## config.mk

```make
export PLATFORM = sky130hd
export DESIGN_NAME = fpdc_ctrl
export DESIGN_NICKNAME = d
export VERILOG_FILES = /design/src/rtl/fpdc_pkg.sv /design/src/rtl/fpdc_ctrl.sv
export VERILOG_INCLUDE_DIRS = /design/src /design/src/rtl
export SDC_FILE = /design/constraint.sdc
export NUM_CORES = 1
export LEC_CHECK = 0
export ABC_AREA = 1
export BUFFER_PORTS_ARGS = -buffer_cell sky130_fd_sc_hd__buf_2
export CAP_MARGIN = 25
export CORE_ASPECT_RATIO = 1.1
export CORE_MARGIN = 3
export CORE_UTILIZATION = 35
export CTS_BUF_LIST = sky130_fd_sc_hd__clkbuf_4
export DETAILED_ROUTE_END_ITERATION = 16
export PLACE_DENSITY = 0.55
export SLEW_MARGIN = 20
export SYNTH_ARGS = -nofsm -noshare
export SYNTH_HDL_FRONTEND = slang
export SYNTH_SLANG_ARGS = --single-unit
```

## constraint.sdc

```tcl
create_clock -name clk_i -period 1.9 [get_ports clk_i]
set_input_delay 0.19 -clock clk_i [delete_from_list [all_inputs] [get_ports clk_i]]
set_output_delay 0.19 -clock clk_i [all_outputs]
set_load 0.1 [all_outputs]
```

## src/rtl/fpdc_defines.svh

```systemverilog
// Constants for the fast page DRAM controller
`ifndef FPDC_DEFINES_SVH
`define FPDC_DEFINES_SVH
`define FPDC_CLK_MHZ        20
`define FPDC_ADDR_W         11
`define FPDC_ROW_W          11
`define FPDC_COL_W          11
`define FPDC_WORDS          4194304
`define FPDC_REF_ROWS       1024
`define FPDC_REF_MS_X10     164
`define FPDC_REF_SELF_MS    128
`define FPDC_PWRUP_US       200
`define FPDC_INIT_CYCLES    8
`define FPDC_PWRUP_CYC      ((`FPDC_PWRUP_US * `FPDC_CLK_MHZ))
`define FPDC_REF_GAP_CYC    ((`FPDC_REF_MS_X10 * 100 * `FPDC_CLK_MHZ) / `FPDC_REF_ROWS)
`define FPDC_REF_GAP_SELF   ((`FPDC_REF_SELF_MS * 1000 * `FPDC_CLK_MHZ) / `FPDC_REF_ROWS)
`define FPDC_RAS_PRE_CYC    1
`define FPDC_STEP_CYC       1
`define FPDC_SYNC_WAIT      2
`endif

```

## src/rtl/fpdc_pkg.sv

```systemverilog
// Types for the fast page DRAM controller
package fpdc_pkg;
  // Request command codes
  typedef enum logic [1:0] {
    FPDC_CMD_READ  = 2'b00,
    FPDC_CMD_WRITE = 2'b01,
    FPDC_CMD_RMW   = 2'b10
  } fpdc_cmd_t;
  // One user request
  typedef struct packed {
    fpdc_cmd_t   cmd;
    logic [10:0] row;
    logic [10:0] col;
    logic        wdata;
  } fpdc_req_t;
  // Pins driven toward the memory
  typedef struct packed {
    logic        ras_n;
    logic        cas_n;
    logic        we_n;
    logic        din;
    logic [10:0] addr;
  } fpdc_pins_t;
endpackage : fpdc_pkg

```

## src/rtl/fpdc_ctrl.sv

```systemverilog
// Host-side controller driving a 4M x 1 fast page DRAM
`timescale 1ns/1ns
`include "fpdc_defines.svh"
`default_nettype none
module fpdc_ctrl #(
  parameter int unsigned PWRUP_CYC = `FPDC_PWRUP_CYC,
  parameter int unsigned REF_GAP   = `FPDC_REF_GAP_CYC,
  parameter bit          USE_CBR   = 1'b1
) (
  // Clock and reset
  input  wire  logic               clk_i,
  input  wire  logic               rstn_i,
  // User request side
  input  wire  fpdc_pkg::fpdc_req_t req_i,
  input  wire  logic               req_valid_i,
  output logic                     req_ready_o,
  // User read data side
  output fpdc_pkg::fpdc_req_t      unused_dummy_o,
  output logic                     rd_data_o,
  output logic                     rd_valid_o,
  input  wire  logic               rd_ready_i,
  // Status
  output logic                     init_done_o,
  // Memory pins
  output fpdc_pkg::fpdc_pins_t     mem_o,
  input  wire  logic               mem_dout_i
);
  typedef enum logic [3:0] {
    FPDC_S_PWRUP  = 4'h0,
    FPDC_S_IDLE   = 4'h1,
    FPDC_S_ROW    = 4'h2,
    FPDC_S_COL    = 4'h3,
    FPDC_S_SAMPLE = 4'h4,
    FPDC_S_WR     = 4'h5,
    FPDC_S_PRE    = 4'h6,
    FPDC_S_CBR1   = 4'h7,
    FPDC_S_CBR2   = 4'h8,
    FPDC_S_ROR    = 4'h9
  } fpdc_state_t;

  fpdc_state_t          state_q;     // Sequencer state
  fpdc_pkg::fpdc_req_t  cur_q;       // Request in flight
  fpdc_pkg::fpdc_pins_t pins_q;      // Registered pin drive
  logic [31:0]          wait_q;      // Power-up pause counter
  logic [31:0]          ref_cnt_q;   // Refresh interval counter
  logic                 ref_due_q;   // Refresh owed
  logic [3:0]           init_cnt_q;  // Init cycles issued
  logic [9:0]           ref_row_q;   // Row-only refresh pointer
  logic                 dsync1_q;    // Data out sync, stage 1
  logic                 dsync2_q;    // Data out sync, stage 2
  logic                 open_q;      // A page is open
  // Two-entry read buffer
  logic [1:0]           buf_d_q;
  logic [1:0]           buf_cnt_q;
  logic                 buf_wp_q;
  logic                 buf_rp_q;
  logic                 buf_push;
  logic                 buf_full;
  // Synchroniser costs two cycles, so the column strobe stays low until the bit is through
  logic [1:0]           smp_cnt_q;   // Sample wait counter
  logic                 ref_step;    // One refresh is counted this cycle

  assign buf_full       = (buf_cnt_q == 2'h2);
  assign mem_o          = pins_q;
  assign init_done_o    = (init_cnt_q == 4'(`FPDC_INIT_CYCLES));
  assign unused_dummy_o = cur_q;
  // Accept only in idle with init done, no refresh owed and buffer room, for writes as well as reads
  assign req_ready_o    = (state_q == FPDC_S_IDLE) && init_done_o && !ref_due_q && !buf_full;
  assign rd_valid_o     = (buf_cnt_q != 2'h0);
  assign rd_data_o      = buf_d_q[buf_rp_q];
  assign buf_push       = (state_q == FPDC_S_SAMPLE) && (smp_cnt_q == 2'(`FPDC_SYNC_WAIT));
  // Count a refresh once: in CBR2 on the cycle its row strobe is low, in ROR on the cycle before it falls
  assign ref_step       = (state_q == FPDC_S_CBR2 && !pins_q.ras_n) || (state_q == FPDC_S_ROR);

  // Sample wait, restarts on every entry to the sample state
  always_ff @(posedge clk_i or negedge rstn_i) begin
    if (!rstn_i) begin
      smp_cnt_q <= 2'h0;
    end else if (state_q == FPDC_S_SAMPLE && !buf_push) begin
      smp_cnt_q <= smp_cnt_q + 2'h1;
    end else begin
      smp_cnt_q <= 2'h0;
    end
  end

  // Data pin is asynchronous, two flops before use
  always_ff @(posedge clk_i or negedge rstn_i) begin
    if (!rstn_i) begin
      dsync1_q <= 1'b0;
      dsync2_q <= 1'b0;
    end else begin
      dsync1_q <= mem_dout_i;
      dsync2_q <= dsync1_q;
    end
  end

  // Read buffer, stall by receiver holds words
  always_ff @(posedge clk_i or negedge rstn_i) begin
    if (!rstn_i) begin
      buf_d_q   <= 2'h0;
      buf_cnt_q <= 2'h0;
      buf_wp_q  <= 1'b0;
      buf_rp_q  <= 1'b0;
    end else begin
      if (buf_push) begin
        buf_d_q[buf_wp_q] <= dsync2_q;
        buf_wp_q          <= ~buf_wp_q;
      end
      if (rd_valid_o && rd_ready_i) begin
        buf_rp_q <= ~buf_rp_q;
      end
      buf_cnt_q <= buf_cnt_q + 2'(buf_push) - 2'(rd_valid_o && rd_ready_i);
    end
  end

  // Refresh interval timer, sets owed flag
  always_ff @(posedge clk_i or negedge rstn_i) begin
    if (!rstn_i) begin
      ref_cnt_q <= 32'h0;
      ref_due_q <= 1'b0;
    end else begin
      if (ref_cnt_q >= REF_GAP - 1) begin
        ref_cnt_q <= 32'h0;
        ref_due_q <= 1'b1;
      end else begin
        ref_cnt_q <= ref_cnt_q + 32'h1;
        // Set wins over clear
        if (ref_step) begin
          ref_due_q <= 1'b0;
        end
      end
    end
  end

  // Power-up pause and init counting
  always_ff @(posedge clk_i or negedge rstn_i) begin
    if (!rstn_i) begin
      wait_q     <= 32'h0;
      init_cnt_q <= 4'h0;
    end else begin
      if (state_q == FPDC_S_PWRUP && wait_q < PWRUP_CYC) begin
        wait_q <= wait_q + 32'h1;
      end
      if (!init_done_o && ref_step) begin
        init_cnt_q <= init_cnt_q + 4'h1;
      end
    end
  end

  // Row pointer for row-only refresh
  always_ff @(posedge clk_i or negedge rstn_i) begin
    if (!rstn_i) begin
      ref_row_q <= 10'h0;
    end else if (state_q == FPDC_S_ROR) begin
      ref_row_q <= ref_row_q + 10'h1;
    end
  end

  // Main sequencer, one step per clock (50 ns)
  always_ff @(posedge clk_i or negedge rstn_i) begin
    if (!rstn_i) begin
      state_q <= FPDC_S_PWRUP;
      cur_q   <= '0;
      open_q  <= 1'b0;
      pins_q  <= '{ras_n: 1'b1, cas_n: 1'b1, we_n: 1'b1, din: 1'b0, addr: 11'h0};
    end else begin
      unique case (state_q)
        FPDC_S_PWRUP: begin
          // Strobes idle through the pause
          pins_q.ras_n <= 1'b1;
          pins_q.cas_n <= 1'b1;
          if (wait_q >= PWRUP_CYC) begin
            state_q <= FPDC_S_PRE;
          end
        end
        FPDC_S_IDLE: begin
          if (!init_done_o || ref_due_q) begin
            // Refresh has priority; close any page first
            pins_q.ras_n <= 1'b1;
            pins_q.cas_n <= 1'b1;
            open_q       <= 1'b0;
            state_q      <= FPDC_S_PRE;
          end else if (req_valid_i && !buf_full) begin
            cur_q <= req_i;
            if (open_q && req_i.row == cur_q.row) begin
              // Page hit: present column only
              pins_q.addr <= req_i.col;
              pins_q.we_n <= (req_i.cmd != fpdc_pkg::FPDC_CMD_WRITE);
              pins_q.din  <= req_i.wdata;
              state_q     <= FPDC_S_COL;
            end else begin
              pins_q.ras_n <= 1'b1;
              pins_q.addr  <= req_i.row;
              open_q       <= 1'b0;
              state_q      <= FPDC_S_ROW;
            end
          end
        end
        FPDC_S_ROW: begin
          // Row latched on falling row strobe
          pins_q.ras_n <= 1'b0;
          open_q       <= 1'b1;
          pins_q.we_n  <= (cur_q.cmd != fpdc_pkg::FPDC_CMD_WRITE);
          pins_q.din   <= cur_q.wdata;
          state_q      <= FPDC_S_COL;
        end
        FPDC_S_COL: begin
          if (pins_q.addr != cur_q.col || pins_q.ras_n) begin
            pins_q.addr <= cur_q.col;
          end else begin
            // Column latched on falling column strobe
            pins_q.cas_n <= 1'b0;
            state_q      <= (cur_q.cmd == fpdc_pkg::FPDC_CMD_WRITE) ? FPDC_S_PRE : FPDC_S_SAMPLE;
          end
        end
        FPDC_S_SAMPLE: begin
          // Data valid long after access time; act once the synced bit is pushed
          if (buf_push) begin
            if (cur_q.cmd == fpdc_pkg::FPDC_CMD_RMW) begin
              pins_q.we_n <= 1'b0;
              state_q     <= FPDC_S_WR;
            end else begin
              pins_q.cas_n <= 1'b1;
              state_q      <= FPDC_S_IDLE;
            end
          end
        end
        FPDC_S_WR: begin
          pins_q.cas_n <= 1'b1;
          pins_q.we_n  <= 1'b1;
          state_q      <= FPDC_S_IDLE;
        end
        FPDC_S_PRE: begin
          // Release strobes, keep page open after writes
          pins_q.cas_n <= 1'b1;
          pins_q.we_n  <= 1'b1;
          if (pins_q.cas_n || !open_q) begin
            if (!open_q || !init_done_o || ref_due_q) begin
              pins_q.ras_n <= 1'b1;
              open_q       <= 1'b0;
              if (!init_done_o || ref_due_q) begin
                state_q <= USE_CBR ? FPDC_S_CBR1 : FPDC_S_ROR;
              end else begin
                state_q <= FPDC_S_IDLE;
              end
            end else begin
              state_q <= FPDC_S_IDLE;
            end
          end
        end
        FPDC_S_CBR1: begin
          // Column strobe first, write select high
          pins_q.cas_n <= 1'b0;
          pins_q.we_n  <= 1'b1;
          state_q      <= FPDC_S_CBR2;
        end
        FPDC_S_CBR2: begin
          pins_q.ras_n <= ~pins_q.ras_n;
          if (!pins_q.ras_n) begin
            pins_q.cas_n <= 1'b1;
            state_q      <= FPDC_S_IDLE;
          end
        end
        FPDC_S_ROR: begin
          // Row-only refresh, column strobe stays high
          pins_q.addr  <= {1'b0, ref_row_q};
          pins_q.ras_n <= 1'b0;
          state_q      <= FPDC_S_PRE;
        end
        default: state_q <= FPDC_S_IDLE;
      endcase
    end
  end

  // Column strobe never leads row strobe outside refresh
  property p_cas_order;
    @(posedge clk_i) disable iff (!rstn_i)
      $fell(pins_q.cas_n) && state_q != FPDC_S_CBR2 |-> !pins_q.ras_n;
  endproperty
  a_cas_order: assert property (p_cas_order) else $error("cas fell with ras high");

  // Refresh owed is served in bounded time
  property p_ref_served;
    @(posedge clk_i) disable iff (!rstn_i)
      $rose(ref_due_q) && init_done_o |-> ##[1:40] !ref_due_q;
  endproperty
  a_ref_served: assert property (p_ref_served) else $error("refresh not issued");

  // No access on the pins before eight init refreshes
  property p_init_gate;
    @(posedge clk_i) disable iff (!rstn_i)
      $fell(pins_q.cas_n) && !pins_q.ras_n |-> init_cnt_q == 4'(`FPDC_INIT_CYCLES);
  endproperty
  a_init_gate: assert property (p_init_gate) else $error("access before init");

  // Early write: write select low before column strobe falls
  property p_early_wr;
    @(posedge clk_i) disable iff (!rstn_i)
      $fell(pins_q.cas_n) && cur_q.cmd == fpdc_pkg::FPDC_CMD_WRITE && state_q == FPDC_S_PRE |-> !pins_q.we_n;
  endproperty
  a_early_wr: assert property (p_early_wr) else $error("late write select");

  // Modify-write lowers write select after sample
  property p_rmw;
    @(posedge clk_i) disable iff (!rstn_i)
      state_q == FPDC_S_WR |-> !pins_q.we_n && !pins_q.cas_n ##1 pins_q.cas_n;
  endproperty
  a_rmw: assert property (p_rmw) else $error("rmw sequence wrong");

  // Refresh with column first keeps write select high
  property p_cbr_we;
    @(posedge clk_i) disable iff (!rstn_i)
      state_q == FPDC_S_CBR2 |-> pins_q.we_n && !pins_q.cas_n;
  endproperty
  a_cbr_we: assert property (p_cbr_we) else $error("cbr write select low");

  // Row strobe idle during power-up pause
  property p_pwrup;
    @(posedge clk_i) disable iff (!rstn_i)
      state_q == FPDC_S_PWRUP |-> ##1 pins_q.ras_n;
  endproperty
  a_pwrup: assert property (p_pwrup) else $error("ras active in pause");

  // Read pushes one word into buffer
  property p_read_push;
    @(posedge clk_i) disable iff (!rstn_i)
      buf_push |-> ##1 rd_valid_o;
  endproperty
  a_read_push: assert property (p_read_push) else $error("read data lost");
endmodule : fpdc_ctrl
`default_nettype wire

```

==> Word level (Yosys, flattened, before mapping) <==
Cells that the tools add are included.
{ "classes": {"n_addsub": 7, "n_mul": 0, "n_div": 0, "magnitude_cmp": 6, "eq_ne": 33, "shifts": 0, "muxes": 49, "bitwise_logic": 4, "reduce_logical": 44} }
{ "ops": {"columns": ["op", "n"], "rows": [
  ["$add A32 B1 Y32 const B", 2],
  ["$pmux W4 S9", 1],
  ["$pmux W11 S3", 1],
  ["$ge A32 B12 Y1 const B", 1],
  ["$ge A32 B9 Y1 const B", 1],
  ["$lt A32 B12 Y1 const B", 1],
  ["$mux W32", 1],
  ["$mux W4", 7],
  ["$mux W13", 2],
  ["$mux W11", 2],
  ["$mux W1", 21],
  ["$reduce_and A6 Y1", 3],
  ["$eq A4 B3 Y1 const B", 4],
  ["$ne A2 B2 Y1 const B", 8],
  ["$ne A2 B1 Y1 const B", 7],
  ["$eq A4 B4 Y1 const B", 3],
  ["$logic_and A1 B1 Y1", 12],
  ["$eq A11 B11 Y1", 1],
  ["$ne A11 B11 Y1", 1],
  ["$add A10 B1 Y10 const B", 1],
  ["$reduce_and A5 Y1", 2],
  ["$mux W3", 3],
  ["$eq A4 B2 Y1 const B", 2],
  ["$mux W2", 4],
  ["other kinds (31)", 52]
]} }
{ "word_totals": {"reg_bits": 134, "latch_bits": 0, "ram_bits": 0, "rom_bits": 0, "output_inout_bits": 44, "memories": 0} }

==> Depth between registers and ports, before layout <==
{ "depth": {"word_depth": 7, "depth_mapped": 13, "depth_no_buf": 12} }

==> Worst setup path before layout <==
OpenSTA, ideal clock, no wires.
{ "synth_timing": {"path_kind": "register to output", "from": "register buf_rp_q", "to": "output rd_data_o", "t_arrival_ns": 2.508, "required_time_ns": 1.710, "path_slack_ns": -0.798, "stages_incl_launch_ff": 2, "path_buffers": 0, "path_cell_list": "dfrtp_1 -> o21ai_0"} }
{ "synth_between": {"elab_chain_cells": 2} }
{ "synth_lines": {"columns": ["item", "line", "source"], "rows": [
  ["start: declaration", "fpdc_ctrl.sv:56", "logic buf_rp_q;"],
  ["start signal: assignment", "fpdc_ctrl.sv:110", "buf_rp_q <= ~buf_rp_q;"],
  ["$mux W1 (implied by the code) (2 in a row)", "fpdc_ctrl.sv:70", "assign rd_data_o = buf_d_q[buf_rp_q];"],
  ["end: declaration", "fpdc_ctrl.sv:19", "output logic rd_data_o,"]
]} }
Every way passes these cells. The select of a mux whose other input is x is not followed.

==> Final worst setup path <==
{ "layout_timing": {"from": "register init_cnt_q[0]", "to": "register cur_q, in the netlist unused_dummy_o[1]"} }
{ "layout_between": {"elab_chain_cells": 5} }
{ "layout_lines": {"columns": ["item", "line", "source"], "rows": [
  ["start: declaration", "fpdc_ctrl.sv:47", "logic [3:0] init_cnt_q;"],
  ["start signal: assignment", "fpdc_ctrl.sv:145", "init_cnt_q <= init_cnt_q + 4'h1;"],
  ["$eq A4 B4 Y1", "fpdc_ctrl.sv:65", "assign init_done_o = (init_cnt_q == 4'(`FPDC_INIT_CYCLES));"],
  ["$logic_not A1 Y1", "fpdc_ctrl.sv:177", "if (!init_done_o || ref_due_q) begin"],
  ["$logic_or A1 B1 Y1", "fpdc_ctrl.sv:177", null],
  ["$not A1 Y1 (no source line)", null, null],
  ["$reduce_and A3 Y1 (no source line)", null, null],
  ["end signal: assignment", "fpdc_ctrl.sv:184", "cur_q <= req_i;"],
  ["end: declaration", "fpdc_ctrl.sv:42", "fpdc_pkg::fpdc_req_t cur_q;"]
]} }
Every way passes these cells.
A chain may end at the register's enable or synchronous reset.

==> results.tsv <==
metric	value	unit
outcome	finished, violations left	
violations	negative setup slack	
synth.most_common_cell	nand2_1	
rows	51	
r2r-end	unused_dummy_o[1]	
max_freq	465	MHz
layout.nets	1019	
grt_pass1_wl	25200	um
cts_tree	built	
drive_gt1_share	29.5	%
reg2reg_depth	17	
avgSynthCellArea	8.12	um2
max-slew-margin-rel	65.2	%
first_iter_violations	318	
finalHoldViolCount	0	
cts_buffers	17	
post-route-min-period	2.15	ns
fill_cells	1744	
die_h	148	um
core-area	17900	um2
synth_flop_cell	dfrtp_1	
clkTransAtPathRegs	0.14	ns
netlist_instances	795	
finalPower	5510	uW
htree_levels	4	
hp-class	in2async	
vias_per_cell	4.46	
grt-ovfl-total	0	
powerDensity	630	nW/um2
grt.total_usage	15.8	%
hold_slack	0.124	ns
worstPathRequired	2.34	ns
ys_ff_latch	134	
cp_max_fo	6	
crit_path_end	unused_dummy_o[1]	
seq_area_frac_synth	52.0	%
vias	5490	
antenna_found_initial	1	
dp_hpwl	11000	um
finish.utilization	49.0	%
worst_pin_slew	0.525	ns
clock_latency	0.55	ns
grt_pass1_vias	5299	
cts_num_sinks	134	
die_area	20100	um2
drc	0	
cp-startpoint	init_cnt_q[0]	
setup_viol	27	
synth_top_area_share	50.8	%
synth_top_cells_by_count	nand2_1, dfrtp_1, inv_1, nor2_1, nand3_1	
antenna_left	0	
synth_top_area_cell	dfrtp_1	
dr.pass1.iters	5	
leakage	0.00444	uW
cts-root-buf	clkbuf_4	
cp-start-kind	register	
clock-skew-final	0.0274	ns
synthTopCellsByArea	dfrtp_1, nand2_1, inv_1	
synth_cell_type_count	39	
gp_congestion	0.845	
critical_path_arrival	2.59	ns
num_io_pins	74	
synth_edf_count	0	
report.final.slew_viol_count	0	
rsz0062_at_grt	true	
reg2reg_slack	-0.25	ns
fin_ws	-0.249	ns
criticalPathCategory	reg2reg	
cap_violations	0	
drt-total-wl	16000	um
areaGrowthSynthToFinish	35.7	%
grt_max_degree	50	
yosysWarnings	0	
chipWidth	135	um
syn_area	6450	um2
clockBufferDepth	2	
start_util	36.1	%
cp-end-kind	register	
vdd_ir_drop_max	590	uV
postSynth.asyncResetShare	100	%
period_share	113	%
r2r_start	init_cnt_q[0]	
io_buffers	73	
wl_per_cell	13.0	um
## routing by layer
metal | up-vias | share of wire, % | track usage, %
met5 | - | 0 | 0
met4 | 0 | 1.5 | 5.39
met3 | 24 | 5.7 | 4.43
met2 | 139 | 47 | 25.0
met1 | 2537 | 45 | 20.9
li1 | 2790 | - | -
## cells in the final DEF (no fill, tap or decap), types with 10 or more instances in the layout
cell	instances
clkbuf_4	18
o21ai_2	16
xor2_1	22
inv_2	10
nand3_1	52
buf_4	59
nand2_4	17
conb_1	23
inv_1	117
o21ai_0	23
buf_2	68
dfrtp_1	97
dlygate4sd3_1	29
dfrtp_2	34
nor2_1	62
nand2_1	207
## kinds of logic after synthesis
logic type,share of synthesized area (%)
simple gates,25.8
xor+xnor,4.21
compound gates,6.30
buf+inv,9.89
other cells,0.0581
fa+ha+maj,1.74
flops,52.0
## worst max-delay path, stage by stage (launching register included)
cell and delay (ns):
dfrtp_1 0.41, inv_2 0.08, ha_4 0.14, nand3_4 0.07, nor2_4 0.10, inv_2 0.06
nor2_4 0.11, inv_2 0.05, a21oi_4 0.16, buf_6 0.12, buf_6 0.08, buf_6 0.08
buf_6 0.08, buf_8 0.12, nand2_8 0.08, clkbuf_16 0.19, nand2_4 0.06, o21ai_2 0.04
## report_power, final
part / switching (uW) / internal, uW / leakage (uW)
combinational: 326 / 250 / 0.00257
clock: 1180 / 815 / 0.000163
sequential: 29.0 / 2910 / 0.00170
total: 1530 / 3980 / 0.00444
## worst min-delay path by stage
stage,end,cells after the start,start
floorplan,buf_cnt_q[0],0,rstn_i
global placement,buf_d_q[0],1,rstn_i
detailed placement,buf_d_q[0],1,rstn_i
CTS,state_q[2],2,rstn_i
global route,buf_d_q[0],2,rstn_i
finish,buf_d_q[0],2,rstn_i
## repair_timing
item	CTS	global route
resized for setup	11	79
pin swaps	3	5
hold buffers	29	0
hold endpoints to repair	160	0
buffers inserted	2	16
cloned	0	7
endpoints found under the setup margin	37	34
## metrics by stage
| step | setup TNS [ns] | instance area, um2 | setup slack, ns | instances |
|---|---|---|---|---|
| final | -5.70 | 8760 | -0.249 | 1232 |
| after global routing | -8.61 | 8760 | -0.380 | 1232 |
| after CTS | -0.375 | 8220 | -0.375 | 1209 |
| after detailed placement | -1.66 | 7590 | -0.124 | 1146 |
| after global placement | -0.983 | 7590 | -0.0994 | 1146 |
| after floorplan | -7.44 | 6620 | -0.313 | 817 |
## registers in the layout (all words and copies together), names as in the netlist, 2 cells and up
name            flops
ref_cnt_q          32
wait_q             32
unused_dummy_o     25
mem_o              15
ref_row_q          10
init_cnt_q          4
state_q             4
buf_cnt_q           2
buf_d_q             2
smp_cnt_q           2
## layout make-up
type	count	area (um2)	area share, %
inverters	128	483	5.52
repair buffers	177	1430	16.3
clock buffers	17	128	1.46
flip-flops and latches	134	3400	38.8
clock inverters	15	166	1.90
multi-input cells	522	2850	32.6
well taps	238	298	3.40
diodes	1	2.50	0.0286
No activity file was read; power rests on OpenSTA's default activity.
